<file path="config.mk">
export PLATFORM = sky130hd
export DESIGN_NAME = ubtx_top
export DESIGN_NICKNAME = d
export VERILOG_FILES = /design/src/ubtx_pkg.sv /design/src/ubtx_fifo.sv /design/src/ubtx_top.sv
export VERILOG_INCLUDE_DIRS = /design/src
export SDC_FILE = /design/constraint.sdc
export NUM_CORES = 2
export LEC_CHECK = 0
export ABC_AREA = 1
export BUFFER_PORTS_ARGS = -buffer_cell sky130_fd_sc_hd__buf_2
export CAP_MARGIN = 10
export CORE_ASPECT_RATIO = 1.75
export CORE_MARGIN = 2
export CORE_UTILIZATION = 55
export DETAILED_ROUTE_END_ITERATION = 6
export GPL_TIMING_DRIVEN = 0
export PLACE_DENSITY = 0.78
export SLEW_MARGIN = 20
export SYNTH_ARGS = -nofsm -noshare
export SYNTH_HDL_FRONTEND = slang
export SYNTH_SLANG_ARGS = --single-unit
</file>
<file path="constraint.sdc">
create_clock -name aclk -period 35.2 [get_ports aclk]
set_input_delay 7.04 -clock aclk [delete_from_list [all_inputs] [get_ports aclk]]
set_output_delay 7.04 -clock aclk [all_outputs]
set_load 0.005 [all_outputs]
</file>
<file path="src/ubtx_map.svh">
// register map, field positions and timing constants of the upstream burst transmitter
// What this block does
// - stages run in order: block, FEC, scramble, preamble, map, filter, timed modulate
// - packet bytes are cut into blocks of one codeword's information bytes
// - each block is Reed-Solomon encoded; last block may be a shortened codeword
// - FEC can be switched off; the whole packet then goes to scrambler as one block without parity
// - stream is mapped into QPSK or 16QAM symbols after scramble and preamble
// - mapped symbols pass a spectral shaping filter before the modulator output
// - each burst starts at a scheduled time; QPSK or 16QAM is selectable
// - five symbol rates are selectable: 160, 320, 640, 1280 and 2560 ksym/s
// - a shortened last codeword holds at least 16 bytes, else it is not sent
// - fixed mode pads the last codeword with zeros, then sends zero codewords
`ifndef UBTX_MAP_SVH
`define UBTX_MAP_SVH
`define UBTX_A_CTRL 8'h00
`define UBTX_A_CW 8'h04
`define UBTX_A_PKT 8'h08
`define UBTX_A_GRANT 8'h0c
`define UBTX_A_START 8'h10
`define UBTX_A_PRE 8'h14
`define UBTX_A_PCFG 8'h18
`define UBTX_A_DATA 8'h1c
`define UBTX_A_STAT 8'h20
`define UBTX_A_TIME 8'h24
`define UBTX_F_FEC 0
`define UBTX_F_SHORT 1
`define UBTX_F_M16 2
`define UBTX_F_RATE 6:4
`define UBTX_F_GO 8
`define UBTX_F_PLEN 7:0
`define UBTX_F_SEED 30:16
`define UBTX_S_BUSY 0
`define UBTX_S_WAIT 1
`define UBTX_S_UNDER 2
`define UBTX_S_DONE 3
`define UBTX_S_SPACE 4
`define UBTX_K_RST 8'h10
`define UBTX_SEED_RST 15'h1529
`define UBTX_RATE_MAX 3'h4
`define UBTX_RS_T 4
`define UBTX_NPAR (2 * `UBTX_RS_T)
`define UBTX_GF_POLY 8'h1d
`define UBTX_MIN_SHORT 16'h0010
`define UBTX_BASE_RATE_SPS 160000
`define UBTX_CLK_HZ 25000000
`define UBTX_FIR_C0 8'h01
`define UBTX_FIR_C1 8'h03
`define UBTX_FLUSH 3'h3
`define UBTX_FIFO_W 8
`define UBTX_FIFO_D 16
`define UBTX_OKAY 2'b00
`define UBTX_SLVERR 2'b10
`endif

</file>
<file path="src/ubtx_pkg.sv">
// types and Galois-field helpers of the upstream burst transmitter
`include "ubtx_map.svh"
package ubtx_pkg;
   typedef enum logic [2:0] {ST_IDLE, ST_WAIT, ST_PRE, ST_NEXT, ST_INFO, ST_PAR, ST_FLUSH} ubtx_ph_t;
   typedef logic [`UBTX_NPAR-1:0][7:0] ubtx_par_t;

   // multiply in GF(256)
   function automatic logic [7:0] ubtx_gf_mul(input logic [7:0] x, input logic [7:0] y);
      logic [7:0] p;
      logic [7:0] a;
      p = '0;
      a = x;
      for (int i = 0; i < 8; i++) begin
         if (y[i]) p = p ^ a;
         a = a[7] ? ({a[6:0], 1'b0} ^ `UBTX_GF_POLY) : {a[6:0], 1'b0};
      end
      return p;
   endfunction

   // generator polynomial, roots alpha^0 .. alpha^(npar-1), leading one implied
   function automatic ubtx_par_t ubtx_gen();
      logic [`UBTX_NPAR:0][7:0] g;
      logic [7:0] a;
      g = '0;
      g[0] = 8'h01;
      a = 8'h01;
      for (int i = 0; i < `UBTX_NPAR; i++) begin
         for (int j = `UBTX_NPAR; j > 0; j--) g[j] = g[j-1] ^ ubtx_gf_mul(g[j], a);
         g[0] = ubtx_gf_mul(g[0], a);
         a = ubtx_gf_mul(a, 8'h02);
      end
      return g[`UBTX_NPAR-1:0];
   endfunction
endpackage

</file>
<file path="src/ubtx_fifo.sv">
// byte fifo with registered read data between bus writes and the burst engine
`timescale 1ns/100ps
`default_nettype none
module ubtx_fifo #(
   parameter int W = 8,
   parameter int D = 16
) (
   input wire logic aclk, // clock
   input wire logic aresetn, // sync reset, low
   input wire logic in_valid, // write offer
   input wire logic [W-1:0] in_data, // write word
   output logic in_ready, // room left
   output logic out_valid, // read word present
   output logic [W-1:0] out_data, // read word
   input wire logic out_ready // reader takes word
);
   localparam int AW = $clog2(D);
   typedef struct packed {
      logic [D-1:0][W-1:0] mem;
      logic [AW-1:0] wp;
      logic [AW-1:0] rp;
      logic [AW:0] cnt;
      logic ov;
      logic [W-1:0] od;
      logic ir;
   } ubtx_fst_t;
   ubtx_fst_t s;
   ubtx_fst_t n;
   logic push;
   logic pop;

   // next state: store, move to output register, count
   always_comb begin
      n = s;
      push = in_valid & s.ir;
      pop = (s.cnt != '0) & (~s.ov | out_ready);
      if (s.ov && out_ready) n.ov = 1'b0;
      if (pop) begin
         n.od = s.mem[s.rp];
         n.ov = 1'b1;
         n.rp = AW'(s.rp + 1'b1);
      end
      if (push) begin
         n.mem[s.wp] = in_data;
         n.wp = AW'(s.wp + 1'b1);
      end
      n.cnt = (AW+1)'(s.cnt + {{AW{1'b0}}, push} - {{AW{1'b0}}, pop});
      n.ir = n.cnt < (AW+1)'(D);
   end

   // state register
   always_ff @(posedge aclk) begin
      if (!aresetn) s <= '0;
      else s <= n;
   end

   assign in_ready = s.ir;
   assign out_valid = s.ov;
   assign out_data = s.od;
endmodule
`default_nettype wire

</file>
<file path="src/ubtx_top.sv">
// upstream burst transmitter: bus registers, framing, fec, scrambler, mapper, filter, timing
`timescale 1ns/100ps
`default_nettype none
`include "ubtx_map.svh"
module ubtx_top
   import ubtx_pkg::*;
(
   input wire logic aclk, // 25 MHz clock
   input wire logic aresetn, // sync reset, low
   input wire logic [7:0] awaddr, // write address
   input wire logic awvalid, // write address valid
   output logic awready, // write address ready
   input wire logic [31:0] wdata, // write data
   input wire logic [3:0] wstrb, // byte strobes
   input wire logic wvalid, // write data valid
   output logic wready, // write data ready
   output logic [1:0] bresp, // write response
   output logic bvalid, // write response valid
   input wire logic bready, // write response ready
   input wire logic [7:0] araddr, // read address
   input wire logic arvalid, // read address valid
   output logic arready, // read address ready
   output logic [31:0] rdata, // read data
   output logic [1:0] rresp, // read response
   output logic rvalid, // read data valid
   input wire logic rready, // read data ready
   output logic [7:0] tx_i, // shaped in-phase sample
   output logic [7:0] tx_q, // shaped quadrature sample
   output logic tx_strobe, // one pulse per symbol
   output logic tx_burst // burst on air
);
   typedef struct packed {
      logic awready;
      logic wready;
      logic bvalid;
      logic [1:0] bresp;
      logic arready;
      logic rvalid;
      logic [1:0] rresp;
      logic [31:0] rdata;
      logic aw_have;
      logic w_have;
      logic [7:0] waddr;
      logic [31:0] wdata;
      logic [3:0] wstrb;
      logic fec_en;
      logic short_mode;
      logic m16;
      logic [2:0] rate;
      logic [7:0] k;
      logic [15:0] pkt_len;
      logic [15:0] grant;
      logic [31:0] start_time;
      logic [31:0] pre_pat;
      logic [7:0] pre_len;
      logic [14:0] seed;
      logic underrun;
      logic done;
      logic [31:0] now;
      logic [31:0] acc;
      ubtx_ph_t ph;
      logic [15:0] pkt_left;
      logic [15:0] grant_left;
      logic [15:0] info_left;
      logic [7:0] pre_cnt;
      logic [1:0] pre_idx;
      logic [3:0] par_cnt;
      logic first_cw;
      logic [14:0] lfsr;
      ubtx_par_t par;
      logic [7:0] sh;
      logic [3:0] nbits;
      logic [2:0] flush_cnt;
      logic [2:0][3:0] hi;
      logic [2:0][3:0] hq;
      logic [7:0] tx_i;
      logic [7:0] tx_q;
      logic tx_strobe;
      logic tx_burst;
   } ubtx_st_t;

   localparam ubtx_par_t GEN = ubtx_gen();

   ubtx_st_t s;
   ubtx_st_t n;
   logic fin_valid;
   logic fin_ready;
   logic fout_valid;
   logic [7:0] fout_data;
   logic fout_ready;
   logic tick;
   logic take;
   logic [7:0] d;
   logic [7:0] sb;
   logic [7:0] fb;
   logic [15:0] len;
   logic [3:0] li;
   logic [3:0] lq;

   // symbol clock increment for a rate index, 160 ksym/s doubled per step
   function automatic logic [31:0] nco_inc(input logic [2:0] r);
      logic [63:0] v;
      v = ((64'(`UBTX_BASE_RATE_SPS) << r) << 32) / 64'(`UBTX_CLK_HZ);
      return v[31:0];
   endfunction

   // scramble one byte msb first, x^15+x^14+1, returns {state, byte}
   function automatic logic [22:0] scr(input logic [14:0] l, input logic [7:0] b);
      logic f;
      logic [7:0] o;
      o = '0;
      for (int i = 7; i >= 0; i--) begin
         f = l[14] ^ l[13];
         o[i] = b[i] ^ f;
         l = {l[13:0], f};
      end
      return {l, o};
   endfunction

   // two gray bits to a signed level: 00 +3, 01 +1, 11 -1, 10 -3
   function automatic logic [3:0] lvl2(input logic b1, input logic b0);
      case ({b1, b0})
         2'b00: return 4'h3;
         2'b01: return 4'h1;
         2'b11: return 4'hf;
         default: return 4'hd;
      endcase
   endfunction

   // four-tap symmetric shaping filter on signed levels
   function automatic logic [7:0] fir(input logic [3:0] x0, input logic [2:0][3:0] h);
      logic [7:0] a;
      logic [7:0] b;
      a = 8'({{4{x0[3]}}, x0} + {{4{h[2][3]}}, h[2]});
      b = 8'({{4{h[0][3]}}, h[0]} + {{4{h[1][3]}}, h[1]});
      return 8'(a * `UBTX_FIR_C0 + b * `UBTX_FIR_C1);
   endfunction

   // information length of the next codeword, zero ends the burst
   function automatic logic [15:0] cw_len(input ubtx_st_t t);
      logic [15:0] m;
      m = (t.grant_left < {8'h00, t.k}) ? t.grant_left : {8'h00, t.k};
      if (!t.fec_en) return t.first_cw ? t.pkt_left : 16'h0000;
      if (t.short_mode) return (m >= `UBTX_MIN_SHORT) ? m : 16'h0000;
      return (t.k != 8'h00 && t.grant_left >= {8'h00, t.k}) ? {8'h00, t.k} : 16'h0000;
   endfunction

   ubtx_fifo #(
      .W(`UBTX_FIFO_W),
      .D(`UBTX_FIFO_D)
   ) i_ubtx_fifo (
      .aclk(aclk),
      .aresetn(aresetn),
      .in_valid(fin_valid),
      .in_data(s.wdata[7:0]),
      .in_ready(fin_ready),
      .out_valid(fout_valid),
      .out_data(fout_data),
      .out_ready(fout_ready)
   );

   always_comb begin
      n = s;
      fin_valid = 1'b0;
      fout_ready = 1'b0;
      tick = 1'b0;
      take = 1'b0;
      d = '0;
      sb = '0;
      fb = '0;
      len = '0;
      li = '0;
      lq = '0;
      n.tx_strobe = 1'b0;

      // write channels: take address and data in either order
      if (awvalid && s.awready) begin
         n.aw_have = 1'b1;
         n.waddr = awaddr;
      end
      if (wvalid && s.wready) begin
         n.w_have = 1'b1;
         n.wdata = wdata;
         n.wstrb = wstrb;
      end
      fin_valid = s.aw_have & s.w_have & ~s.bvalid & (s.waddr == `UBTX_A_DATA) & s.wstrb[0];
      if (s.aw_have && s.w_have && !s.bvalid &&
          (s.waddr != `UBTX_A_DATA || !s.wstrb[0] || fin_ready)) begin
         n.aw_have = 1'b0;
         n.w_have = 1'b0;
         n.bvalid = 1'b1;
         n.bresp = `UBTX_OKAY;
         case (s.waddr)
            `UBTX_A_CTRL: begin
               n.fec_en = s.wdata[`UBTX_F_FEC];
               n.short_mode = s.wdata[`UBTX_F_SHORT];
               n.m16 = s.wdata[`UBTX_F_M16];
               n.rate = (s.wdata[`UBTX_F_RATE] > `UBTX_RATE_MAX) ? `UBTX_RATE_MAX :
                        s.wdata[`UBTX_F_RATE];
               if (s.wdata[`UBTX_F_GO] && s.ph == ST_IDLE) n.ph = ST_WAIT;
            end
            `UBTX_A_CW: n.k = s.wdata[7:0];
            `UBTX_A_PKT: n.pkt_len = s.wdata[15:0];
            `UBTX_A_GRANT: n.grant = s.wdata[15:0];
            `UBTX_A_START: n.start_time = s.wdata;
            `UBTX_A_PRE: n.pre_pat = s.wdata;
            `UBTX_A_PCFG: begin
               n.pre_len = s.wdata[`UBTX_F_PLEN];
               n.seed = s.wdata[`UBTX_F_SEED];
            end
            `UBTX_A_STAT: begin
               if (s.wdata[`UBTX_S_UNDER]) n.underrun = 1'b0;
               if (s.wdata[`UBTX_S_DONE]) n.done = 1'b0;
            end
            `UBTX_A_DATA, `UBTX_A_TIME: ;
            default: n.bresp = `UBTX_SLVERR;
         endcase
      end
      if (s.bvalid && bready) n.bvalid = 1'b0;
      n.awready = ~n.aw_have & ~n.bvalid;
      n.wready = ~n.w_have & ~n.bvalid;

      // read channel: answer in the cycle after the address is taken
      if (s.rvalid && rready) n.rvalid = 1'b0;
      if (arvalid && s.arready) begin
         n.rvalid = 1'b1;
         n.rresp = `UBTX_OKAY;
         n.rdata = '0;
         case (araddr)
            `UBTX_A_CTRL: begin
               n.rdata[`UBTX_F_FEC] = s.fec_en;
               n.rdata[`UBTX_F_SHORT] = s.short_mode;
               n.rdata[`UBTX_F_M16] = s.m16;
               n.rdata[`UBTX_F_RATE] = s.rate;
            end
            `UBTX_A_CW: n.rdata[7:0] = s.k;
            `UBTX_A_PKT: n.rdata[15:0] = s.pkt_len;
            `UBTX_A_GRANT: n.rdata[15:0] = s.grant;
            `UBTX_A_START: n.rdata = s.start_time;
            `UBTX_A_PRE: n.rdata = s.pre_pat;
            `UBTX_A_PCFG: begin
               n.rdata[`UBTX_F_PLEN] = s.pre_len;
               n.rdata[`UBTX_F_SEED] = s.seed;
            end
            `UBTX_A_STAT: begin
               n.rdata[`UBTX_S_BUSY] = (s.ph != ST_IDLE);
               n.rdata[`UBTX_S_WAIT] = (s.ph == ST_WAIT);
               n.rdata[`UBTX_S_UNDER] = s.underrun;
               n.rdata[`UBTX_S_DONE] = s.done;
               n.rdata[`UBTX_S_SPACE] = fin_ready;
            end
            `UBTX_A_DATA: ;
            `UBTX_A_TIME: n.rdata = s.now;
            default: n.rresp = `UBTX_SLVERR;
         endcase
      end
      n.arready = ~n.rvalid;

      // free timebase and symbol clock, phase held at zero until launch
      n.now = s.now + 32'h1;
      {tick, n.acc} = {1'b0, s.acc} + {1'b0, nco_inc(s.rate)};
      if (s.ph == ST_IDLE || s.ph == ST_WAIT) begin
         n.acc = '0;
         tick = 1'b0;
      end

      // symbol map, shape and emit on every symbol tick
      if (tick) begin
         n.tx_strobe = 1'b1;
         if (s.nbits != 4'h0) begin
            if (s.m16) begin
               li = lvl2(s.sh[7], s.sh[6]);
               lq = lvl2(s.sh[5], s.sh[4]);
               n.sh = {s.sh[3:0], 4'h0};
               n.nbits = s.nbits - 4'h4;
            end else begin
               li = lvl2(s.sh[7], 1'b0);
               lq = lvl2(s.sh[6], 1'b0);
               n.sh = {s.sh[5:0], 2'b00};
               n.nbits = s.nbits - 4'h2;
            end
         end else if (s.ph != ST_FLUSH && s.ph != ST_NEXT) begin
            n.underrun = 1'b1;
         end
         n.tx_i = fir(li, s.hi);
         n.tx_q = fir(lq, s.hq);
         n.hi = {s.hi[1:0], li};
         n.hq = {s.hq[1:0], lq};
      end

      // burst sequencer: preamble, then codewords of data, zero fill and parity
      take = (s.nbits == 4'h0) && (s.ph == ST_PRE || s.ph == ST_INFO || s.ph == ST_PAR);
      case (s.ph)
         ST_IDLE: n.tx_burst = 1'b0; // drops one cycle after the last strobe
         ST_WAIT: begin
            if (s.now == s.start_time) begin
               n.ph = (s.pre_len != 8'h00) ? ST_PRE : ST_NEXT;
               n.pre_cnt = s.pre_len;
               n.pre_idx = '0;
               n.lfsr = s.seed;
               n.pkt_left = s.pkt_len;
               n.grant_left = s.grant;
               n.first_cw = 1'b1;
               n.hi = '0;
               n.hq = '0;
               n.tx_burst = 1'b1;
            end
         end
         ST_PRE: begin
            if (take) begin // preamble bytes go out unscrambled
               n.sh = s.pre_pat[{s.pre_idx, 3'b000} +: 8];
               n.nbits = 4'h8;
               n.pre_idx = s.pre_idx + 2'h1;
               n.pre_cnt = s.pre_cnt - 8'h1;
               if (s.pre_cnt == 8'h01) n.ph = ST_NEXT;
            end
         end
         ST_NEXT: begin
            len = cw_len(s);
            n.first_cw = 1'b0;
            n.par = '0;
            if (len == 16'h0000) begin
               n.ph = ST_FLUSH;
               n.flush_cnt = `UBTX_FLUSH;
            end else begin
               n.ph = ST_INFO;
               n.info_left = len;
            end
         end
         ST_INFO: begin
            if (take && (s.pkt_left == 16'h0000 || fout_valid || s.underrun)) begin
               fout_ready = (s.pkt_left != 16'h0000) && fout_valid;
               d = fout_ready ? fout_data : 8'h00; // zeros after underrun too
               {n.lfsr, sb} = scr(s.lfsr, d);
               n.sh = sb;
               n.nbits = 4'h8;
               if (s.fec_en) begin
                  fb = d ^ s.par[`UBTX_NPAR-1];
                  for (int i = `UBTX_NPAR - 1; i > 0; i--)
                     n.par[i] = s.par[i-1] ^ ubtx_gf_mul(fb, GEN[i]);
                  n.par[0] = ubtx_gf_mul(fb, GEN[0]);
               end
               if (s.pkt_left != 16'h0000) n.pkt_left = s.pkt_left - 16'h1;
               if (s.grant_left != 16'h0000) n.grant_left = s.grant_left - 16'h1;
               n.info_left = s.info_left - 16'h1;
               if (s.info_left == 16'h0001) begin
                  n.ph = s.fec_en ? ST_PAR : ST_NEXT;
                  n.par_cnt = 4'(`UBTX_NPAR);
               end
            end
         end
         ST_PAR: begin
            if (take) begin
               {n.lfsr, sb} = scr(s.lfsr, s.par[`UBTX_NPAR-1]);
               n.sh = sb;
               n.nbits = 4'h8;
               n.par = {s.par[`UBTX_NPAR-2:0], 8'h00};
               n.par_cnt = s.par_cnt - 4'h1;
               if (s.par_cnt == 4'h1) n.ph = ST_NEXT;
            end
         end
         ST_FLUSH: begin
            if (tick && s.nbits == 4'h0) begin
               if (s.flush_cnt == 3'h0) begin
                  n.ph = ST_IDLE;
                  n.done = 1'b1;
               end else begin
                  n.flush_cnt = s.flush_cnt - 3'h1;
               end
            end
         end
         default: n.ph = ST_IDLE;
      endcase
   end

   // state register with reset values
   always_ff @(posedge aclk) begin
      if (!aresetn) begin
         s <= '0;
         s.k <= `UBTX_K_RST;
         s.seed <= `UBTX_SEED_RST;
      end else begin
         s <= n;
      end
   end

   assign awready = s.awready;
   assign wready = s.wready;
   assign bvalid = s.bvalid;
   assign bresp = s.bresp;
   assign arready = s.arready;
   assign rvalid = s.rvalid;
   assign rresp = s.rresp;
   assign rdata = s.rdata;
   assign tx_i = s.tx_i;
   assign tx_q = s.tx_q;
   assign tx_strobe = s.tx_strobe;
   assign tx_burst = s.tx_burst;
endmodule
`default_nettype wire

</file>
# Word level (Yosys, flattened, before mapping)
# Cells that the tools add are included.
# totals
ramBits	0
memories	0
latch_bits	0
wordCells	505
out_inout_bits	59
regBits	636
mem_bits_ro	0
input_bits	59
# classes
n_div	1
eq_ne	47
n_addsub	21
order_cmp	8
shifts	2
n_reduce_logical	72
n_mux	194
n_bitwise	78
multipliers	2
# op_table
op	count
8-bit 2-to-1 mux	79
8-bit XOR	31
16-bit 2-to-1 mux	12
64-bit case mux with 3 select lines	1
91-bit 2-to-1 mux	2
128-bit bitwise mux	1
35-bit 2-to-1 mux	2
64-bit by 26-bit divider with 64-bit output, second input constant	1
8-bit by 5-bit == test with 1-bit output, second input constant	8
64-bit 2-to-1 mux	1
32-bit case mux with 2 select lines	1
15-bit case mux with 4 select lines	1
51-bit 2-to-1 mux	1
12-bit 2-to-1 mux	4
24-bit 2-to-1 mux	2
3-bit 2-to-1 mux	16
16-bit by 1-bit subtractor with 16-bit output, second input constant	3
15-bit case mux with 3 select lines	1
4-bit 2-to-1 mux	11
41-bit 2-to-1 mux	1
8-bit case mux with 5 select lines	1
12-bit case mux with 3 select lines	1
5-bit 2-to-1 mux	7
32-bit by 32-bit adder with 33-bit output	1
other kinds (82)	236

# Longest topological paths before layout
# depth
depth_word	39
ltp_mapped	296
depth_no_buf	284

# Hierarchy
# From an unflattened synthesis, not the netlist that was laid out.
# hier_totals
hier_cells	9537
hier_area_um2	60486.8
# modules_own_cells
module	cells_per_inst	area_each_um2	seq_area_each_um2	n_inst
ubtx_top	8517	53403.7	9649.3	1
ubtx_fifo	1020	7083.0	3022.9	1

# Worst setup path after synthesis
# OpenSTA, ideal clock, no wires.
# synth_timing
kind	register -> register
from	reg s[396] in the netlist's numbering
to	reg s, in the netlist tx_i[4]
path_stages_with_launch	261
path_slack_ps	5373
setup_time_ps	133
t_arrival_ps	29694
required_ps	35067
path_buffers	16
synth_period_minus_slack_ps	29827
cell_sequence	dfxtp_1 -> inv_2 -> ha_1 -> bufbuf_8 -> o21ai_1 -> nand2_1 -> nand2_2 -> nand2_2 -> nand2_4 -> buf_12 -> nand3_1 -> nand2_2 -> nand2_1 -> nor2_4 -> nand3_4 -> nand3_4 -> buf_8 -> nand2_2 -> (+225 left out) -> nor3_1 -> nor2_1 -> o21ai_0 -> nand3_1 -> nand2_1 -> nand2_1 -> inv_1 -> nor2_1 -> nor2_1 -> o21a_1 -> o21a_1 -> o21ai_0 -> o31ai_1 -> nand2_1 -> inv_1 -> clkbuf_1 -> clkbuf_1 -> a21oi_1
# synth_between
elab_chain_len	4
# synth_lines
element	line_no	source
from (decl)	ubtx_top.sv:84	ubtx_st_t s;
from (signal assigned)	ubtx_top.sv:383	s <= n;
18-bit by 3-bit left shift with 32-bit output	ubtx_top.sv:103	v = ((64'(`UBTX_BASE_RATE_SPS) << r) << 32) / 64'(`UBTX_CLK_HZ);
64-bit by 26-bit divider with 64-bit output	ubtx_top.sv:103	
32-bit by 32-bit adder with 33-bit output	ubtx_top.sv:261	{tick, n.acc} = {1'b0, s.acc} + {1'b0, nco_inc(s.rate)};
1-bit 2-to-1 mux	ubtx_top.sv:262	if (s.ph == ST_IDLE || s.ph == ST_WAIT) begin
# No other way between the ends.
# A chain may end at the register's enable or synchronous reset.

# Worst setup path after layout
# layout_timing
from	reg s[397] in the netlist's numbering
to	reg s[44] in the netlist's numbering
# layout_between
elab_chain_len	7
# layout_lines
element	line_no	source
18-bit by 3-bit left shift with 32-bit output	ubtx_top.sv:103	
64-bit by 26-bit divider with 64-bit output	ubtx_top.sv:103	
32-bit by 32-bit adder with 33-bit output	ubtx_top.sv:261	
1-bit 2-to-1 mux	ubtx_top.sv:262	
1-bit logical AND	ubtx_top.sv:363	if (tick && s.nbits == 4'h0) begin
2-bit != test (no source line)	n/a	
4-bit AND reduction (no source line)	n/a	
# No other way between the ends.

==> summary.txt <==
OUTCOME
--------------------------------------------------------------------------------
Outcome                                                             finished with violations
Violated checks                                                              DRC

FLOORPLANNING
--------------------------------------------------------------------------------
Number of rows created at floorplan                                          159
Core Box Area                                                        0.107 sq mm
# IOs                                                                        118
Horizontal extent of the die                                         253 microns
Initial Utilization                                                        0.555
Area of the die                                                      0.111 sq mm
Height of the die                                                    439 microns

GLOBAL ROUTING
--------------------------------------------------------------------------------
GRT overflow                                                                   0
Pin count of the biggest net entering global routing                          15
Total GRT Usage                                                            0.394
Global-route wire length before repair                                    341 mm
Number of global-route vias before repair                                 61,400
Number of antenna violations at the first check in global routing              7

ROUTE
--------------------------------------------------------------------------------
Total wirelength of the detailed-routed design                            228 mm
Average vias per placed instance                                            5.90
Antenna-violating nets left                                                    0
Post-DR wirelength/cell                                             20.8 microns
1st-pass router iterations                                                     7
Number of DRC markers after the initial detailed-route iteration           5,800
Number of vias after detailed routing                                     64,700
Drt drc                                                                        1

PLACE
--------------------------------------------------------------------------------
Routability congestion estimate                                             1.06
Buffers added on ports                                                       111
Dpl hpwl                                                                  179 mm

LOGIC SYNTHESIS
--------------------------------------------------------------------------------
Xor and xnor area share after synthesis                                   0.0530
Leading cell type by number of instances after synthesis            sky130_fd_sc_hd__nand2_1
Post-synth top area share                                                  0.213
Dominant cell type by area after synthesis                          sky130_fd_sc_hd__dfxtp_1
Synth Area per Inst                                                   6.44 sq um
Synth area leaders                                                  sky130_fd_sc_hd__dfxtp_1, sky130_fd_sc_hd__nand2_1, sky130_fd_sc_hd__nand3_1, sky130_fd_sc_hd__o21ai_0, sky130_fd_sc_hd__nor2_1
EDFF count, synth                                                              0
Share of synthesized cell area in and, or, nand and nor gates              0.413
Synthesized-area fraction occupied by adder cells                         0.0391
Most frequent cells after synthesis                                 sky130_fd_sc_hd__nand2_1, sky130_fd_sc_hd__nor2_1, sky130_fd_sc_hd__inv_1
Post-synthesis compound-gate area fraction                                 0.164
Sequential fraction of the synthesis area                                  0.213
Post-synth design cell area                                         0.0596 sq mm
Commonest register cell after synthesis                             sky130_fd_sc_hd__dfxtp_1
Number of cells produced by synthesis                                      9,255
Main combinational cell family by area after synthesis              simple AND/OR/NAND/NOR gates
Count of unique library cells instantiated by Yosys                          101
Multiplexer fraction of the synthesized cell area                              0
Ys async rst share                                                             0
Yosys warns                                                                    0
Flip-flop and latch count after synthesis                                    633

CRITICAL PATH
--------------------------------------------------------------------------------
Cell occurring most often along the worst timing path               sky130_fd_sc_hd__nand2_1
CP max stage delay                                                       0.66 ns
Worst setup slack for register-to-register paths                         1.84 ns
Stages on worst setup path                                                   259
Crit path buffers/inverters                                                   45
Endpoint required time on the critical path                             35.74 ns
Number of cell instances on the worst register-to-register path              259
CP Capture Type                                                         register
Maximum fanout along the worst path                                           13
Start-to-end type of the worst setup path                           register to register
Type of element launching the critical path                             register
Cell class contributing the biggest share of worst-path delay       simple AND/OR/NAND/NOR gates
CP arrival                                                              33.90 ns
Cell at the slowest stage of the critical path                      sky130_fd_sc_hd__clkinv_1

TIMING
--------------------------------------------------------------------------------
Final cycle utilization of the critical path                               0.948
Relative slew slack                                                        0.180
Max Clk Rate                                                            30.0 MHz
Worst Hold Margin                                                       0.463 ns
Setup violations, final                                                        0
Slew of the pin with the lowest slew margin                              1.23 ns
Hold Vio Cnt, Final                                                            0
Maximum clock skew at final layout                                     0.0447 ns
Min Clock Period, post-route                                            33.36 ns
Final-report max-slew violation count                                          0

CELLS AND AREA
--------------------------------------------------------------------------------
Final layout net count                                                     9,778
Area growth from synthesis to layout                                       10.7%
Fraction of layout instances using a drive strength above 1                0.183
Number of fillers in the final layout                                     10,500

CLOCKING
--------------------------------------------------------------------------------
Clock latency on the worst-skew pair                                     0.68 ns
Number of buffers inserted during clock tree synthesis                        69
CTS Buffer Depth                                                               3
TritonCTS clock tree                                                       built
Clock-pin slew on the worst setup and hold paths                         0.07 ns
Number of H-tree levels                                                        3
Total clock sinks                                                            633
Clock tree root driver cell                                         sky130_fd_sc_hd__clkbuf_16

HOLD PATH
--------------------------------------------------------------------------------
Hold path depth                                                                2
Worst hold path class                                               register to register

RUN
--------------------------------------------------------------------------------
Max-cap violations                                                             0

-- path summary, 6_finish.rpt --
check / start / to
worst max-delay path: s[397]$_SDFFE_PN0P_ / s[44]$_SDFFE_PN0P_
worst min-delay path: s[138]$_SDFFE_PN0P_ / s[138]$_SDFFE_PN0P_
worst max register to register: s[397]$_SDFFE_PN0P_ / s[44]$_SDFFE_PN0P_
worst min register to register: s[138]$_SDFFE_PN0P_ / s[138]$_SDFFE_PN0P_
-- routing by layer --
layer / GRT usage / vias up / part of all wire
met2: 0.682 / 2842 / 0.48
met4: 0.309 / 8 / 0.089
met3: 0.0636 / 981 / 0.074
met5: 0 / - / 0.00019
li1: - / 31000 / -
met1: 0.426 / 29900 / 0.36
-- cells by family (layout without fill, tap and decap cells) --
group | count (synthesis) | after routing
adders and majority gates | 178 | 178
buffers and inverters | 1467 | 1803
AOI/OAI and AO/OA | 1741 | 1741
other | 1 | 6
DFF | 633 | 633
and+or+nand+nor | 4877 | 4880
xor gates and xnor gates | 358 | 358
-- worst register-to-register path, delay by kind of cell (launching register included) --
kind | cells | cell delay [ns]
compound gates | 19 | 3.63
xor+xnor | 1 | 0.24
fa+ha+maj | 14 | 4.09
buf+inv | 45 | 5.42
flops | 1 | 0.36
simple gates | 180 | 19.54
-- cell type report --
cell class                      instances  area, sq um  area share
Antenna cell                            4         10.0    0.000152
Buffer                                409         3040      0.0460
Clock buffer                           97         2030      0.0308
Clock inverter                         28          424     0.00643
Inverter                             1058         4100      0.0621
Multi-Input combinational cell       7159        40600       0.616
Sequential cell                       633        12700       0.192
Tap cell                             1368         1710      0.0259
Timing Repair Buffer                  211         1360      0.0206
-- metrics by stage --
step	utilization	worst slack [ns]	setup TNS [ns]	cells	instance area (sq um)
after global placement	0.576	-2.66	-144.66	10700	61900
after detailed placement	0.576	-3.10	-172.52	10700	61900
after global routing	0.614	-0.309	-11.57	11000	66000
after floorplan	-	5.37	0	9256	59600
after CTS	0.601	0.0183	0	10900	64600
final	0.614	1.84	0	11000	66000
-- repair_timing --
item / 4_1_cts / 5_1_grt
buffers inserted: 15 / 82
resized for setup: 37 / 197
pin swaps: 10 / 67
cloned: 0 / 4
hold buffers: 0 / 0
endpoints found under the setup margin: 72 / 79
-- placed cells by master (no fill, tap or decap), types with 123 or more instances in the layout --
| master | count |
|---|---|
| sky130_fd_sc_hd__a21oi_1 | 627 |
| sky130_fd_sc_hd__buf_4 | 151 |
| sky130_fd_sc_hd__clkbuf_1 | 223 |
| sky130_fd_sc_hd__dfxtp_1 | 630 |
| sky130_fd_sc_hd__ha_1 | 155 |
| sky130_fd_sc_hd__inv_1 | 871 |
| sky130_fd_sc_hd__nand2_1 | 1973 |
| sky130_fd_sc_hd__nand2_2 | 397 |
| sky130_fd_sc_hd__nand2_4 | 194 |
| sky130_fd_sc_hd__nand3_1 | 655 |
| sky130_fd_sc_hd__nand4_1 | 200 |
| sky130_fd_sc_hd__nor2_1 | 859 |
| sky130_fd_sc_hd__nor2_2 | 136 |
| sky130_fd_sc_hd__o21ai_0 | 661 |
| sky130_fd_sc_hd__o22ai_1 | 123 |
| sky130_fd_sc_hd__xor2_1 | 262 |
-- flip-flops by register name, indices dropped and copies added, names as in the netlist, 8 cells and up --
register              flops
tx_i                      8
rdata                    32
i_ubtx_fifo.out_data      8
s                       425
i_ubtx_fifo.s           141
tx_q                      8
Power is not shown: default switching activity piles up to over one toggle a cycle in this logic, so the estimate is an artifact.
